--- src/dpm_pkg.sv ---
// Package: constants for the dual-port mailbox/token memory port controller
package dpm_pkg;

    // ****************************************
    // Device geometry
    // ****************************************
    localparam int ADDR_W     = 15;            // Address pins, large variant
    localparam int DATA_W     = 36;            // Word width of the array
    localparam int TOKEN_AW   = 3;             // Address bits that pick a token latch
    localparam logic [14:0] MBOX_SELF_ADDR  = 15'h7ffe; // Mailbox that interrupts us
    localparam logic [14:0] MBOX_OTHER_ADDR = 15'h7fff; // Mailbox of the far port

    // ****************************************
    // Timing at 50 MHz core clock
    // ****************************************
    localparam int CLK_PERIOD_NS        = 20;
    localparam int ACCESS_NS            = 20;  // Read access, largest speed grade
    localparam int WRITE_PULSE_NS       = 20;  // Write strobe width
    localparam int TOKEN_UPDATE_PULSE_NS = 10; // Deselect between token write and read
    localparam int BUSY_SETTLE_NS       = 20;  // Busy settle before a slave write
    localparam int ACCESS_CYC  = (ACCESS_NS + CLK_PERIOD_NS - 1) / CLK_PERIOD_NS;
    localparam int WRITE_CYC   = (WRITE_PULSE_NS + CLK_PERIOD_NS - 1) / CLK_PERIOD_NS;
    localparam int UPDATE_CYC  =
        (TOKEN_UPDATE_PULSE_NS + CLK_PERIOD_NS - 1) / CLK_PERIOD_NS;
    localparam int SETTLE_CYC  = (BUSY_SETTLE_NS + CLK_PERIOD_NS - 1) / CLK_PERIOD_NS;
    localparam int CNT_W       = 4;

    // ****************************************
    // Command register map (byte addresses)
    // ****************************************
    localparam logic [7:0] REG_CTRL   = 8'h00; // W: [0] go, [2:1] op
    localparam logic [7:0] REG_ADDR   = 8'h04; // RW: word address / token index
    localparam logic [7:0] REG_WDATA  = 8'h08; // RW: write data
    localparam logic [7:0] REG_RDATA  = 8'h0c; // R: last read data
    localparam logic [7:0] REG_STATUS = 8'h10; // R: status bits
    localparam logic [7:0] REG_CONFIG = 8'h14; // RW: [0] slave mode

    localparam int CTRL_GO_BIT   = 0;
    localparam int CTRL_OP_LSB   = 1;
    localparam int ST_BUSY_BIT   = 0;          // Command in progress
    localparam int ST_DONE_BIT   = 1;          // Sticky done
    localparam int ST_OWNED_BIT  = 2;          // Last token attempt won
    localparam int ST_IRQ_BIT    = 3;          // Mailbox interrupt level
    localparam int ST_WAIT_BIT   = 4;          // Waiting on busy input
    localparam int CFG_SLAVE_BIT = 0;
    localparam logic [31:0] CONFIG_RESET = 32'h0000_0000;

    // Operations
    localparam logic [1:0] OP_READ        = 2'h0;
    localparam logic [1:0] OP_WRITE       = 2'h1;
    localparam logic [1:0] OP_TOKEN_TAKE  = 2'h2; // Write 0, pulse off, read back
    localparam logic [1:0] OP_TOKEN_FREE  = 2'h3; // Write 1

    typedef enum logic [2:0] {
        DPM_IDLE, DPM_SETUP, DPM_SETTLE, DPM_STROBE, DPM_GAP, DPM_TREAD, DPM_END
    } dpm_state_e;

endpackage

--- src/dpm_host.sv ---
// Left-port controller that drives the dual-port mailbox/token memory
`timescale 1ns/1ps
`default_nettype none
// What the document says
// Device holds a shared 36-bit array; host reaches it by address and data.
// Host reads of data written by far side may be stale until flowthrough.
// Host reads memory with chip select and output enable both active.
// Host reads a token with token select active instead of chip select.
// Mailboxes sit at the top two addresses; ours is the lower one.
// Writing the far mailbox interrupts the far port.
// Reading our own mailbox clears our interrupt.
// Reading the far mailbox leaves its interrupt alone.
// Busy active blocks mailbox interrupt set and clear for that port.
// Device arbitrates matching addresses and asserts busy to the loser.
// Busy rises from address match or from chip select onto a match.
// Role pin high makes busy an output; low makes it an input.
// In slave mode host waits for busy to settle before writing.
// Device holds eight token latches apart from the array.
// Host takes a token by writing 0 then reading back; 0 means owned.
// Host deselects for the update pulse between token write and read.
// Token select is latch select; host keeps chip select off meanwhile.
// Device also allows token access with chip select and all lanes high.
// Address bits 0-2 pick the latch; other address bits are ignored.
// Token write uses only data bit 0.
// Owner writing 1 frees the latch when no request is pending.
// A pending far request gets the token when the owner releases it.
// Simultaneous requests give the token to exactly one port.
// In slave mode an active busy input holds off the memory write.
module dpm_host
    import dpm_pkg::*;
(
    // Clock and reset
    input  wire logic                core_clk,
    input  wire logic                rst,
    // Command port
    input  wire logic [7:0]          cmd_addr,
    input  wire logic [31:0]         cmd_wdata,
    input  wire logic                cmd_wr,
    input  wire logic                cmd_rd,
    output logic [31:0]              cmd_rdata,
    // Device port pins
    output logic [ADDR_W-1:0]        mem_addr,
    output logic                     chip_sel_n,
    output logic                     token_select_n,
    output logic                     rw_n,
    output logic                     out_en_n,
    output logic [3:0]               byte_lane_select_n,
    output logic [DATA_W-1:0]        data_o,
    output logic                     data_oe_n,
    input  wire logic [DATA_W-1:0]   data_i,
    input  wire logic                busy_n,
    input  wire logic                irq_n,
    output logic                     role_master
);

    // ****************************************
    // Pin input synchronisers
    // ****************************************
    logic [DATA_W+1:0] pins_sync;
    logic [DATA_W-1:0] data_s;
    logic              busy_s;
    logic              irq_s;

    dpm_sync2 #(.W(DATA_W + 2)) u_sync (
        .core_clk (core_clk),
        .rst      (rst),
        .d_in     ({busy_n, irq_n, data_i}),
        .q_out    (pins_sync)
    );
    assign busy_s = ~pins_sync[DATA_W+1];
    assign irq_s  = ~pins_sync[DATA_W];
    assign data_s = pins_sync[DATA_W-1:0];

    // ****************************************
    // State
    // ****************************************
    dpm_state_e        st_reg, st_next;
    logic [CNT_W-1:0]  cnt_reg, cnt_next;
    logic [1:0]        op_reg, op_next;
    logic [ADDR_W-1:0] addr_reg, addr_next;
    logic [DATA_W-1:0] wdata_reg, wdata_next;
    logic [DATA_W-1:0] rdata_reg, rdata_next;
    logic              done_reg, done_next;
    logic              owned_reg, owned_next;
    logic              master_reg, master_next;
    logic [31:0]       rd_reg, rd_next;
    logic [ADDR_W-1:0] pa_reg, pa_next;
    logic              cs_n_reg, cs_n_next;
    logic              sem_n_reg, sem_n_next;
    logic              rw_reg, rw_next;
    logic              oe_n_reg, oe_n_next;
    logic [DATA_W-1:0] do_reg, do_next;
    logic              doe_n_reg, doe_n_next;

    // Cycle count for a timing constant, at least one
    function automatic logic [CNT_W-1:0] cyc(input int n);
        cyc = (n < 1) ? CNT_W'(1) : CNT_W'(n);
    endfunction

    // Token ops target a latch index; only the low three address bits count
    function automatic logic is_token(input logic [1:0] op);
        is_token = (op == OP_TOKEN_TAKE) || (op == OP_TOKEN_FREE);
    endfunction

    // Command intake, register file and sequencer
    always_comb
    begin
        st_next    = st_reg;
        cnt_next   = cnt_reg;
        op_next    = op_reg;
        addr_next  = addr_reg;
        wdata_next = wdata_reg;
        rdata_next = rdata_reg;
        done_next  = done_reg;
        owned_next = owned_reg;
        master_next = master_reg;
        pa_next    = pa_reg;
        cs_n_next  = cs_n_reg;
        sem_n_next = sem_n_reg;
        rw_next    = rw_reg;
        oe_n_next  = oe_n_reg;
        do_next    = do_reg;
        doe_n_next = doe_n_reg;
        rd_next    = 32'h0000_0000;

        // Register reads, one cycle later
        if (cmd_rd)
        begin
            case (cmd_addr)
                REG_ADDR:   rd_next = 32'(addr_reg);
                REG_WDATA:  rd_next = wdata_reg[31:0];
                REG_RDATA:  rd_next = rdata_reg[31:0];
                REG_STATUS: rd_next = {27'h0, (st_reg == DPM_SETTLE), irq_s, owned_reg,
                                       done_reg, (st_reg != DPM_IDLE)};
                REG_CONFIG: rd_next = {31'h0, ~master_reg};
                default:    rd_next = 32'h0000_0000;
            endcase
        end

        // Register writes; parameters ignored while a command runs
        if (cmd_wr && st_reg == DPM_IDLE)
        begin
            case (cmd_addr)
                REG_ADDR:   addr_next  = cmd_wdata[ADDR_W-1:0];
                REG_WDATA:  wdata_next = {4'h0, cmd_wdata};
                REG_CONFIG: master_next = ~cmd_wdata[CFG_SLAVE_BIT];
                REG_CTRL:
                begin
                    if (cmd_wdata[CTRL_GO_BIT])
                    begin
                        op_next   = cmd_wdata[CTRL_OP_LSB +: 2];
                        done_next = 1'b0;
                        st_next   = DPM_SETUP;
                    end
                end
                default: ;
            endcase
        end

        case (st_reg)
            DPM_IDLE: ;
            DPM_SETUP:
            begin
                cnt_next = cyc(ACCESS_CYC);
                if (is_token(op_reg))
                begin
                    pa_next    = {{(ADDR_W-TOKEN_AW){1'b0}}, addr_reg[TOKEN_AW-1:0]};
                    sem_n_next = 1'b0;
                    cs_n_next  = 1'b1;
                    rw_next    = 1'b0;
                    do_next    = {{(DATA_W-1){1'b0}}, (op_reg == OP_TOKEN_FREE)};
                    doe_n_next = 1'b0;
                    st_next    = DPM_STROBE;
                end
                else
                begin
                    pa_next   = addr_reg;
                    cs_n_next = 1'b0;
                    if (op_reg == OP_WRITE)
                    begin
                        do_next    = wdata_reg;
                        doe_n_next = 1'b0;
                        cnt_next   = cyc(SETTLE_CYC);
                        st_next    = master_reg ? DPM_STROBE : DPM_SETTLE;
                        if (master_reg)
                        begin
                            rw_next  = 1'b0;
                            cnt_next = cyc(WRITE_CYC);
                        end
                    end
                    else
                    begin
                        oe_n_next = 1'b0;
                        cnt_next  = cyc(ACCESS_CYC + 2);   // Access plus synchroniser
                        st_next   = DPM_STROBE;
                    end
                end
            end
            DPM_SETTLE:
            begin
                // Slave write waits out busy settle and any active busy
                if (cnt_reg > CNT_W'(1))
                    cnt_next = cnt_reg - CNT_W'(1);
                else if (!busy_s)
                begin
                    rw_next  = 1'b0;
                    cnt_next = cyc(WRITE_CYC);
                    st_next  = DPM_STROBE;
                end
            end
            DPM_STROBE:
            begin
                if (cnt_reg > CNT_W'(1))
                    cnt_next = cnt_reg - CNT_W'(1);
                else if (op_reg == OP_READ)
                begin
                    rdata_next = data_s;
                    oe_n_next  = 1'b1;
                    cs_n_next  = 1'b1;
                    st_next    = DPM_END;
                end
                else
                begin
                    rw_next    = 1'b1;                     // Write ends on strobe rise
                    sem_n_next = 1'b1;
                    cs_n_next  = 1'b1;
                    doe_n_next = 1'b1;

                    if (op_reg == OP_TOKEN_TAKE)
                    begin
                        cnt_next = cyc(UPDATE_CYC);
                        st_next  = DPM_GAP;
                    end
                    else
                        st_next = DPM_END;
                end
            end
            DPM_GAP:
            begin
                if (cnt_reg > CNT_W'(1))
                    cnt_next = cnt_reg - CNT_W'(1);
                else
                begin
                    sem_n_next = 1'b0;
                    oe_n_next  = 1'b0;
                    cnt_next   = cyc(ACCESS_CYC + 2);
                    st_next    = DPM_TREAD;
                end
            end
            DPM_TREAD:
            begin
                if (cnt_reg > CNT_W'(1))
                    cnt_next = cnt_reg - CNT_W'(1);
                else
                begin
                    owned_next = ~data_s[0];
                    rdata_next = data_s;
                    sem_n_next = 1'b1;
                    oe_n_next  = 1'b1;
                    st_next    = DPM_END;
                end
            end
            DPM_END:
            begin
                done_next = 1'b1;
                st_next   = DPM_IDLE;
            end
            default: st_next = DPM_IDLE;
        endcase
    end

    // State registers
    always_ff @(posedge core_clk or posedge rst)
    begin
        if (rst)
        begin
            st_reg    <= DPM_IDLE;
            cnt_reg   <= '0;
            op_reg    <= OP_READ;
            addr_reg  <= '0;
            wdata_reg <= '0;
            rdata_reg <= '0;
            done_reg  <= 1'b0;
            owned_reg <= 1'b0;
            master_reg <= ~CONFIG_RESET[CFG_SLAVE_BIT];
            rd_reg    <= 32'h0000_0000;
            pa_reg    <= '0;
            cs_n_reg  <= 1'b1;
            sem_n_reg <= 1'b1;
            rw_reg    <= 1'b1;
            oe_n_reg  <= 1'b1;
            do_reg    <= '0;
            doe_n_reg <= 1'b1;
        end
        else
        begin
            st_reg    <= st_next;
            cnt_reg   <= cnt_next;
            op_reg    <= op_next;
            addr_reg  <= addr_next;
            wdata_reg <= wdata_next;
            rdata_reg <= rdata_next;
            done_reg  <= done_next;
            owned_reg <= owned_next;
            master_reg <= master_next;
            rd_reg    <= rd_next;
            pa_reg    <= pa_next;
            cs_n_reg  <= cs_n_next;
            sem_n_reg <= sem_n_next;
            rw_reg    <= rw_next;
            oe_n_reg  <= oe_n_next;
            do_reg    <= do_next;
            doe_n_reg <= doe_n_next;
        end
    end

    // Outputs straight from flip-flops
    assign cmd_rdata          = rd_reg;
    assign mem_addr           = pa_reg;
    assign chip_sel_n         = cs_n_reg;
    assign token_select_n     = sem_n_reg;
    assign rw_n               = rw_reg;
    assign out_en_n           = oe_n_reg;
    assign byte_lane_select_n = {4{cs_n_reg}};   // All lanes with the word access
    assign data_o             = do_reg;
    assign data_oe_n          = doe_n_reg;
    assign role_master        = master_reg;

endmodule
`default_nettype wire

--- src/dpm_sync2.sv ---
// Two-flop synchroniser for the device's asynchronous data and status pins
`timescale 1ns/1ps
`default_nettype none
module dpm_sync2 #(
    parameter int W = 1
) (
    // Clock and reset
    input  wire logic         core_clk,
    input  wire logic         rst,
    // Data
    input  wire logic [W-1:0] d_in,
    output logic [W-1:0]      q_out
);

    logic [W-1:0] meta_reg;
    logic [W-1:0] meta_next;
    logic [W-1:0] q_reg;
    logic [W-1:0] q_next;

    // Next values: first stage samples, second stage copies it
    always_comb
    begin
        meta_next = d_in;
        q_next    = meta_reg;
    end

    // Registers, idle high as the pins are active low
    always_ff @(posedge core_clk or posedge rst)
    begin
        if (rst)
        begin
            meta_reg <= '1;
            q_reg    <= '1;
        end
        else
        begin
            meta_reg <= meta_next;
            q_reg    <= q_next;
        end
    end

    assign q_out = q_reg;

endmodule
`default_nettype wire

--- config.mk ---
export PLATFORM = sky130hd
export DESIGN_NAME = dpm_host
export DESIGN_NICKNAME = d
export VERILOG_FILES = /design/src/dpm_pkg.sv /design/src/dpm_host.sv /design/src/dpm_sync2.sv
export SDC_FILE = /design/constraint.sdc
export NUM_CORES = 1
export LEC_CHECK = 0
export BUFFER_PORTS_ARGS = -buffer_cell sky130_fd_sc_hd__buf_4
export CAP_MARGIN = 10
export CORE_UTILIZATION = 50
export CTS_BUF_LIST = sky130_fd_sc_hd__clkbuf_4 sky130_fd_sc_hd__clkbuf_8 sky130_fd_sc_hd__clkbuf_16
export CTS_CLUSTER_DIAMETER = 100
export CTS_CLUSTER_SIZE = 30
export DETAILED_ROUTE_END_ITERATION = 8
export GPL_TIMING_DRIVEN = 0
export MAX_ROUTING_LAYER = met4
export PLACE_DENSITY = 0.73
export SLEW_MARGIN = 40
export SYNTH_ARGS = -nofsm -noshare
export SYNTH_HDL_FRONTEND = slang
export SYNTH_SLANG_ARGS = --single-unit
--- constraint.sdc ---
create_clock -name core_clk -period 10.6 [get_ports core_clk]
set_input_delay 3.18 -clock core_clk [delete_from_list [all_inputs] [get_ports core_clk]]
set_output_delay 3.18 -clock core_clk [all_outputs]
set_load 0.03 [all_outputs]
# Word-level counts from Yosys, hierarchy flattened
# Index checks and enable logic that the tools add are counted.
# totals
register_bits,255
inputBits,82
output_inout_bits,93
wordCells,144
# classes
add_sub_neg,1
n_lt_le_gt_ge,1
eq_ne,30
n_mux,59
n_bitwise,5
n_reduce_logical,29
# ops
cell,n
$pmux W32 S5,1
$mux W32,4
$mux W36,2
$pmux W32 S2,1
$mux W4,7
$mux W1,24
$mux W3,8
$ne A2 B2 Y1 const B,10
$pmux W4 S5,1
$pmux W3 S6,1
$eq A8 B4 Y1 const B,2
$eq A8 B5 Y1 const B,2
$mux W15,1
$reduce_and A7 Y1,2
$ne A3 B3 Y1 const B,4
$reduce_and A2 Y1,6
$reduce_bool A2 Y1,6
$eq A3 B3 Y1 const B,3
$eq A8 B3 Y1 const B,1
$logic_not A8 Y1,1
$mux W2,4
$pmux W1 S4,2
$reduce_and A4 Y1,2
$eq A3 B2 Y1 const B,2
20 further kinds,28

# Longest topological paths before layout
# Gate-level depths: netlist of run 1.
# depth
depth_word,6
mapped_depth,7
mapped_depth_nobuf,6

# Modules after synthesis
# From an unflattened synthesis of run 1, not the netlist that was laid out.
# hier_totals
hier_cells,645
hier_area_um2,9361.5
# by_module_without_submodules
module,n_inst,cells_per_inst,area_per_inst_um2,seq_area_each_um2
dpm_host,1,568,7360.8,4386.7
dpm_sync2,1,77,2000.7,1996.9

# Worst setup path before layout of run 1
# No wires, ideal clock.
# synth_path
path_type,input to register
from,input port cmd_addr[4]
to,register wdata_reg[0]
setup_time_ns,0.125
arrival_time_ns,4.428
required_ns,10.475
setup_slack_ns,6.047
stages,6
n_path_buf,2
cell_sequence,buf_4 nor4_4 and3_4 nand2_4 buf_6 mux2_4
# synth_via
elab_chain_len,2
# synth_rtl
element,line,rtl
"start, declared",dpm_host.sv:36,"input wire logic [7:0] cmd_addr,"
$eq A8 B4 Y1,dpm_host.sv:143,case (cmd_addr)
$reduce_and A2 Y1 (no source line),n/a,
"end signal, assigned",dpm_host.sv:301,wdata_reg <= wdata_next;
"end, declared",dpm_host.sv:81,"logic [DATA_W-1:0] wdata_reg, wdata_next;"
# Every way passes these cells.
# A chain may end at the register's enable or synchronous reset.

# Worst setup path in the final report of run 1
# layout_path
from,input port cmd_addr[5]
to,"register rd_reg[7], in the netlist cmd_rdata[7]"
# layout_via
elab_chain_len,3
elab_cells_between_ends,7
cone_classes,eq/ne (5); mux (2)
# layout_rtl
element,line,rtl
"$eq A8 B5 Y1, or another cell as far along",dpm_host.sv:129,case (cmd_addr)
$pmux W32 S5 (*),dpm_host.sv:129,
$mux W32 (*),dpm_host.sv:127,if (cmd_rd)
net rd_next[7],dpm_host.sv:86,"logic [31:0] rd_reg, rd_next;"
"end signal, assigned",dpm_host.sv:306,rd_reg <= rd_next;
"end, declared",dpm_host.sv:86,
# The timed path passes the listed nets; every way through them passes the cells marked *.

==> results_dict.tcl, run 1 <==
set metrics [dict create \
    outcome "finished with violations" \
    violations "design-rule violations" \
    synthCells 645 \
    mostFrequentLayoutCell "buf_4" \
    cts-buffers-inserted 12 \
    num-fill-cells 1399 \
    reg2reg_depth 7 \
    vdd_drop_max_v 0.000127 \
    cts_root_buffer "clkbuf_16" \
    power.leakage_nw 5.39 \
    critical-path-slowest-cell "nor3_1" \
    avgRoutedWirePerCell_um 20.3 \
    drv_slew 0 \
    critical_path_buf_inv_count 2 \
    synth-edff-count 0 \
    cap_violations 0 \
    setup_viol 0 \
    max_stage_delay_ns 0.58 \
    cts_buffer_depth 3 \
    rsz0062_at_grt "no" \
    postCtsResizedCells 0 \
    endpoint "cmd_rdata[7]$_DFF_PP0_" \
    grt_pass1_wl_um 34600 \
    syn_to_final_growth_pct 21.9 \
    postSynthAreaPerCell_um2 14.4 \
    via_per_inst 5.60 \
    io_pins 175 \
    synth_ff_type "dfrtp_1" \
    numPortBuffers 165 \
    cts_max_level 1 \
    start_kind "input pin" \
    grt_start_max_net_pins 79 \
    path_clk_slew_ns 0.12 \
    syn-cell-area_um2 9260 \
    core_area_um2 18100 \
    dr.pass1.iters 6 \
    synthDistinctLibCells 57 \
    fin_crit_sh_pct 43.7 \
    drt_iter0_drc 418 \
    cp_max_fo 10 \
    path_cells "buf_4, nor3_1, nand4_1, clkbuf_1, nor2_1" \
    cts.sinks 243 \
    gr-total-overflow 0 \
    die_h_um 138 \
    critical_path.top_delay_family "simple AND/OR/NAND/NOR gates" \
    drive_gt1_share_pct 46.3 \
    power_mw 2.12 \
    num_rows 49 \
    clock_skew_ns 0.0261 \
    async_flop_share_pct 100 \
    cts_tree "done" \
    hold_violations 0 \
    fp.dieW_um 138 \
    final_nets 914 \
    reg2reg_to "rdata_reg[7]$_DFFE_PP0P_" \
    place.gp.congestion 0.857 \
    period_minus_slack_ns 4.63 \
    worstPathArrival_ns 5.00 \
    grt_pass1_vias 6103 \
    die-area_um2 19100 \
    final_cell_mix "buf_4, dfrtp_1, dfstp_2" \
    crit_path_end_kind "flop" \
    wirelength_um 21600 \
    diodes 0 \
    ys.warnings.count 0 \
    cp_data_required_time_ns 10.98 \
    postCtsSetupRepairBufs 0 \
    route.detailed.drc 12 \
    start_util_pct 51.2 \
    max_freq_mhz 216 \
    critPathKind "in -> reg" \
    cts-hold-fix-buffers 0 \
    slew_headroom_pct 51.8 \
    final_util_pct 62.4 \
    cp-startpoint "cmd_addr[5]" \
    insertion_delay_ns 0.48 \
    timing.rr.start "cnt_reg[0]$_DFFE_PP0P_" \
    rrSetupSlack_ns 8.01 \
    ys_seq_area_share_pct 66.6 \
    antenna_found_initial 0 \
    ys_ff_latch 243 \
    drt.antenna.violating_nets 0 \
    vias 5963 \
    track_usage_pct 24.0 \
    place_hpwl_um 15300 \
    holdCritPathClass "reg -> reg" \
    tightest_slew_ns 0.720 \
    cp.depth 5 \
    p_per_area_nw_per_um2 188 \
]
## cell families after synthesis
kind of cell    synth area share, %
fa+ha+maj                     0.270
simple gates                   7.75
buf+inv                        3.25
mux                            11.4
other cells                  0.0405
compound gates                 10.6
flops                          66.6
## layer usage
layer	vias up	global-route usage, %	wire, um
li1	2643	-	-
met1	3087	32.5	9090
met2	194	38.4	11000
met3	39	2.94	1010
met4	0	7.27	556
met5	-	-	0
## worst min-delay path by stage
stage	start	end	slack [ns]	cells past startpoint
final	u_sync.meta_reg[3]$_DFF_PP1_	u_sync.q_out[3]$_DFF_PP1_	0.36	0
after global routing	u_sync.meta_reg[8]$_DFF_PP1_	u_sync.q_out[8]$_DFF_PP1_	0.37	0
after CTS	u_sync.meta_reg[7]$_DFF_PP1_	u_sync.q_out[7]$_DFF_PP1_	0.36	0
after detailed placement	u_sync.meta_reg[13]$_DFF_PP1_	u_sync.q_out[13]$_DFF_PP1_	0.35	0
after global placement	u_sync.meta_reg[21]$_DFF_PP1_	u_sync.q_out[21]$_DFF_PP1_	0.35	0
after floorplan	u_sync.meta_reg[0]$_DFF_PP1_	u_sync.q_out[0]$_DFF_PP1_	0.35	0
## synth_stat cells, types with 3 or more instances
cell type	count	area, um2
dfrtp_1	169	4230
dfstp_2	74	1940
mux2_2	50	563
a22o_1	44	385
nor2_1	40	150
mux2_4	30	450
a22oi_1	29	218
nand2_1	27	101
o21ai_0	22	110
nand2b_1	19	119
clkbuf_1	14	52.6
buf_2	13	65.1
a21oi_1	12	60.1
buf_4	12	90.1
inv_1	9	33.8
and3_1	6	37.5
nand3_1	6	30.0
buf_6	5	56.3
nor3_1	5	25.0
a211oi_1	4	30.0
nor4_1	4	25.0
nand4_1	3	18.8
o31ai_1	3	22.5
## metrics by stage
stage          TNS [ns]  instances  hold WS, ns  setup WS, ns  instance area (um2)
3_5_place_dp          0       1045        0.347          5.57                10900
6_report              0       1065        0.358          5.97                11300
2_1_floorplan         0        648        0.345         0.869                 9280
5_1_grt               0       1065        0.366          5.98                11300
4_1_cts               0       1065        0.359          6.05                11300
3_3_place_gp    -191.14       1042        0.346         -1.15                10800
## cell type report
type | count | area [um2] | area share [%]
buffer | 45 | 268 | 2.37
timing repair buffer | 168 | 1320 | 11.7
sequential | 243 | 6170 | 54.7
multi-input combinational | 351 | 2810 | 24.9
clock buffer | 18 | 363 | 3.21
tap | 229 | 287 | 2.54
inverter | 9 | 41.3 | 0.366
clock inverter | 2 | 28.8 | 0.255
## power breakdown
group	total (mW)	switching, mW	leakage (nW)	internal (mW)
combinational	0.456	0.255	2.15	0.201
sequential	1.12	0.0678	3.04	1.05
clock	0.541	0.292	0.198	0.249
(Power assumes the default switching activity.)
==> run 2, diff against run 1 <==
PLACE_DENSITY = 0.76   (was 0.73)
clock period = 4.2 ns   (was 10.6 ns; I/O delays follow)
==> run 2 against run 1 <==
- sequential share of layout area is 0.86 points lower
- via count fell by 0.92%
- largest power group unchanged
- combinational power rose by 150%
- power grew to 2.5 times the previous value
- design area up 1.6%
- sequential power grew to 2.5 times the previous value
- global-route usage shrank 0.95 points
- the run still ends with design-rule violations left
- first-iteration DRC count shrank 16%
==> results_dict.tcl, run 2 (synthesis results as in run 1) <==
set metrics [dict create \
    num_rows 49 \
    clock_skew_ns 0.0354 \
    pre_cts_slack_ns 0.993 \
    holdCritPathClass "reg -> reg" \
    power.leakage_nw 5.46 \
    die-area_um2 19100 \
    cts-buffers-inserted 12 \
    final_cell_mix "buf_4, dfrtp_1, dfstp_2" \
    cts_tree "done" \
    violations "design-rule violations" \
    drt_iter0_drc 352 \
    slew_headroom_pct 49.4 \
    path_cells "buf_4, nor3_1, nand4_1, clkbuf_1, a21oi_1" \
    cp_max_fo 10 \
    grt_start_max_net_pins 32 \
    critical_path_buf_inv_count 2 \
    start_kind "input pin" \
    antenna_found_initial 0 \
    fin_crit_sh_pct 63.4 \
    critical-path-slowest-cell "nor3_1" \
    fin_ws_ns 1.54 \
    worstPathArrival_ns 3.06 \
    cp_data_required_time_ns 4.60 \
    rsz0062_at_grt "no" \
    io_pins 175 \
    diodes 0 \
    drive_gt1_share_pct 46.7 \
    dr.pass1.iters 7 \
    syn_to_final_growth_pct 23.8 \
    cap_violations 0 \
    gr-total-overflow 0 \
    route.detailed.drc 16 \
    core_area_um2 18100 \
    insertion_delay_ns 0.48 \
    cts_buffer_depth 3 \
    vdd_drop_max_v 0.000343 \
    place_hpwl_um 15000 \
    grt_pass1_vias 6103 \
    track_usage_pct 23.1 \
    critPathKind "in -> reg" \
    hold_violations 0 \
    max_stage_delay_ns 0.63 \
    path_clk_slew_ns 0.11 \
    cts_root_buffer "clkbuf_16" \
    vias 5908 \
    cts_max_level 1 \
    outcome "finished with violations" \
    mostFrequentLayoutCell "buf_4" \
    die_h_um 138 \
    final_util_pct 63.4 \
    power_mw 5.31 \
    final_nets 922 \
    period_minus_slack_ns 2.66 \
    postCtsSetupRepairBufs 0 \
    drv_slew 0 \
    grt_pass1_wl_um 33300 \
    cts-hold-fix-buffers 0 \
    p_per_area_nw_per_um2 463 \
    setup_viol 0 \
    fp.dieW_um 138 \
    tightest_slew_ns 0.753 \
    numPortBuffers 165 \
    drt.antenna.violating_nets 0 \
    start_util_pct 51.2 \
    wirelength_um 21000 \
    cts.sinks 243 \
    max_freq_mhz 376 \
    place.gp.congestion 0.837 \
    critical_path.top_delay_family "simple AND/OR/NAND/NOR gates" \
    avgRoutedWirePerCell_um 19.6 \
    crit_path_end_kind "flop" \
    postCtsResizedCells 0 \
    setup_tns_ns 0 \
    via_per_inst 5.51 \
]
-- run 2: path summary, 6_finish.rpt --
path | from | end | slack [ns] | cells after the start
max | cmd_addr[5] | cmd_rdata[2]$_DFF_PP0_ | 1.54 | 5
min | u_sync.meta_reg[17]$_DFF_PP1_ | u_sync.q_out[17]$_DFF_PP1_ | 0.35 | 0
max reg2reg | cnt_reg[0]$_DFFE_PP0P_ | rdata_reg[6]$_DFFE_PP0P_ | 1.63 | 7
min reg2reg | u_sync.meta_reg[17]$_DFF_PP1_ | u_sync.q_out[17]$_DFF_PP1_ | 0.35 | 0
max in group asynchronous | rst | token_select_n$_DFFE_PP1P_ | 2.69 | 5
min in group asynchronous | rst | cmd_rdata[15]$_DFF_PP0_ | 0.66 | 2
-- run 2: cell type report --
type | count | area [um2]
clock inverter | 1 | 30.0
inverter | 9 | 37.5
buffer | 45 | 268
sequential | 243 | 6170
fill | 1402 | 6620
multi-input combinational | 351 | 2810
clock buffer | 18 | 363
tap | 229 | 287
timing repair buffer | 176 | 1500
-- run 2: per-layer routing --
metal  vias up  routed length [um]  share of wire, %  global-route usage [%]
met3        47                 981               4.7                    2.67
met5         -                   0                 0                       -
met4         0                 620               3.0                    7.81
met2       177               10300                49                    37.4
met1      3017                9120                43                    30.6
li1       2667                   -                 -                       -
-- run 2: worst reg2reg max path, cell delays in order, from the launching register on --
cell     delay, ns
dfrtp_1       0.40
inv_1         0.07
ha_1          0.22
nor2_1        0.52
nor2_4        0.12
nand3_1       0.34
buf_2         0.38
mux2_2        0.38
-- run 2: stage by stage --
stage                     hold slack (ns)  instance area [um2]  std cells
final                               0.354                11500       1072
after global routing                0.361                11500       1072
after CTS                           0.359                11500       1072
after detailed placement            0.347                11100       1053
after global placement              0.345                10800       1042
after floorplan                     0.345                 9280        648
-- run 2: report_power, final --
part / total, mW / switching [mW] / internal, mW / leakage, nW
logic: 1.14 / 0.614 / 0.523 / 2.22
registers: 2.82 / 0.162 / 2.66 / 3.04
clock network: 1.35 / 0.730 / 0.623 / 0.195
total: 5.31 / 1.51 / 3.80 / 5.46
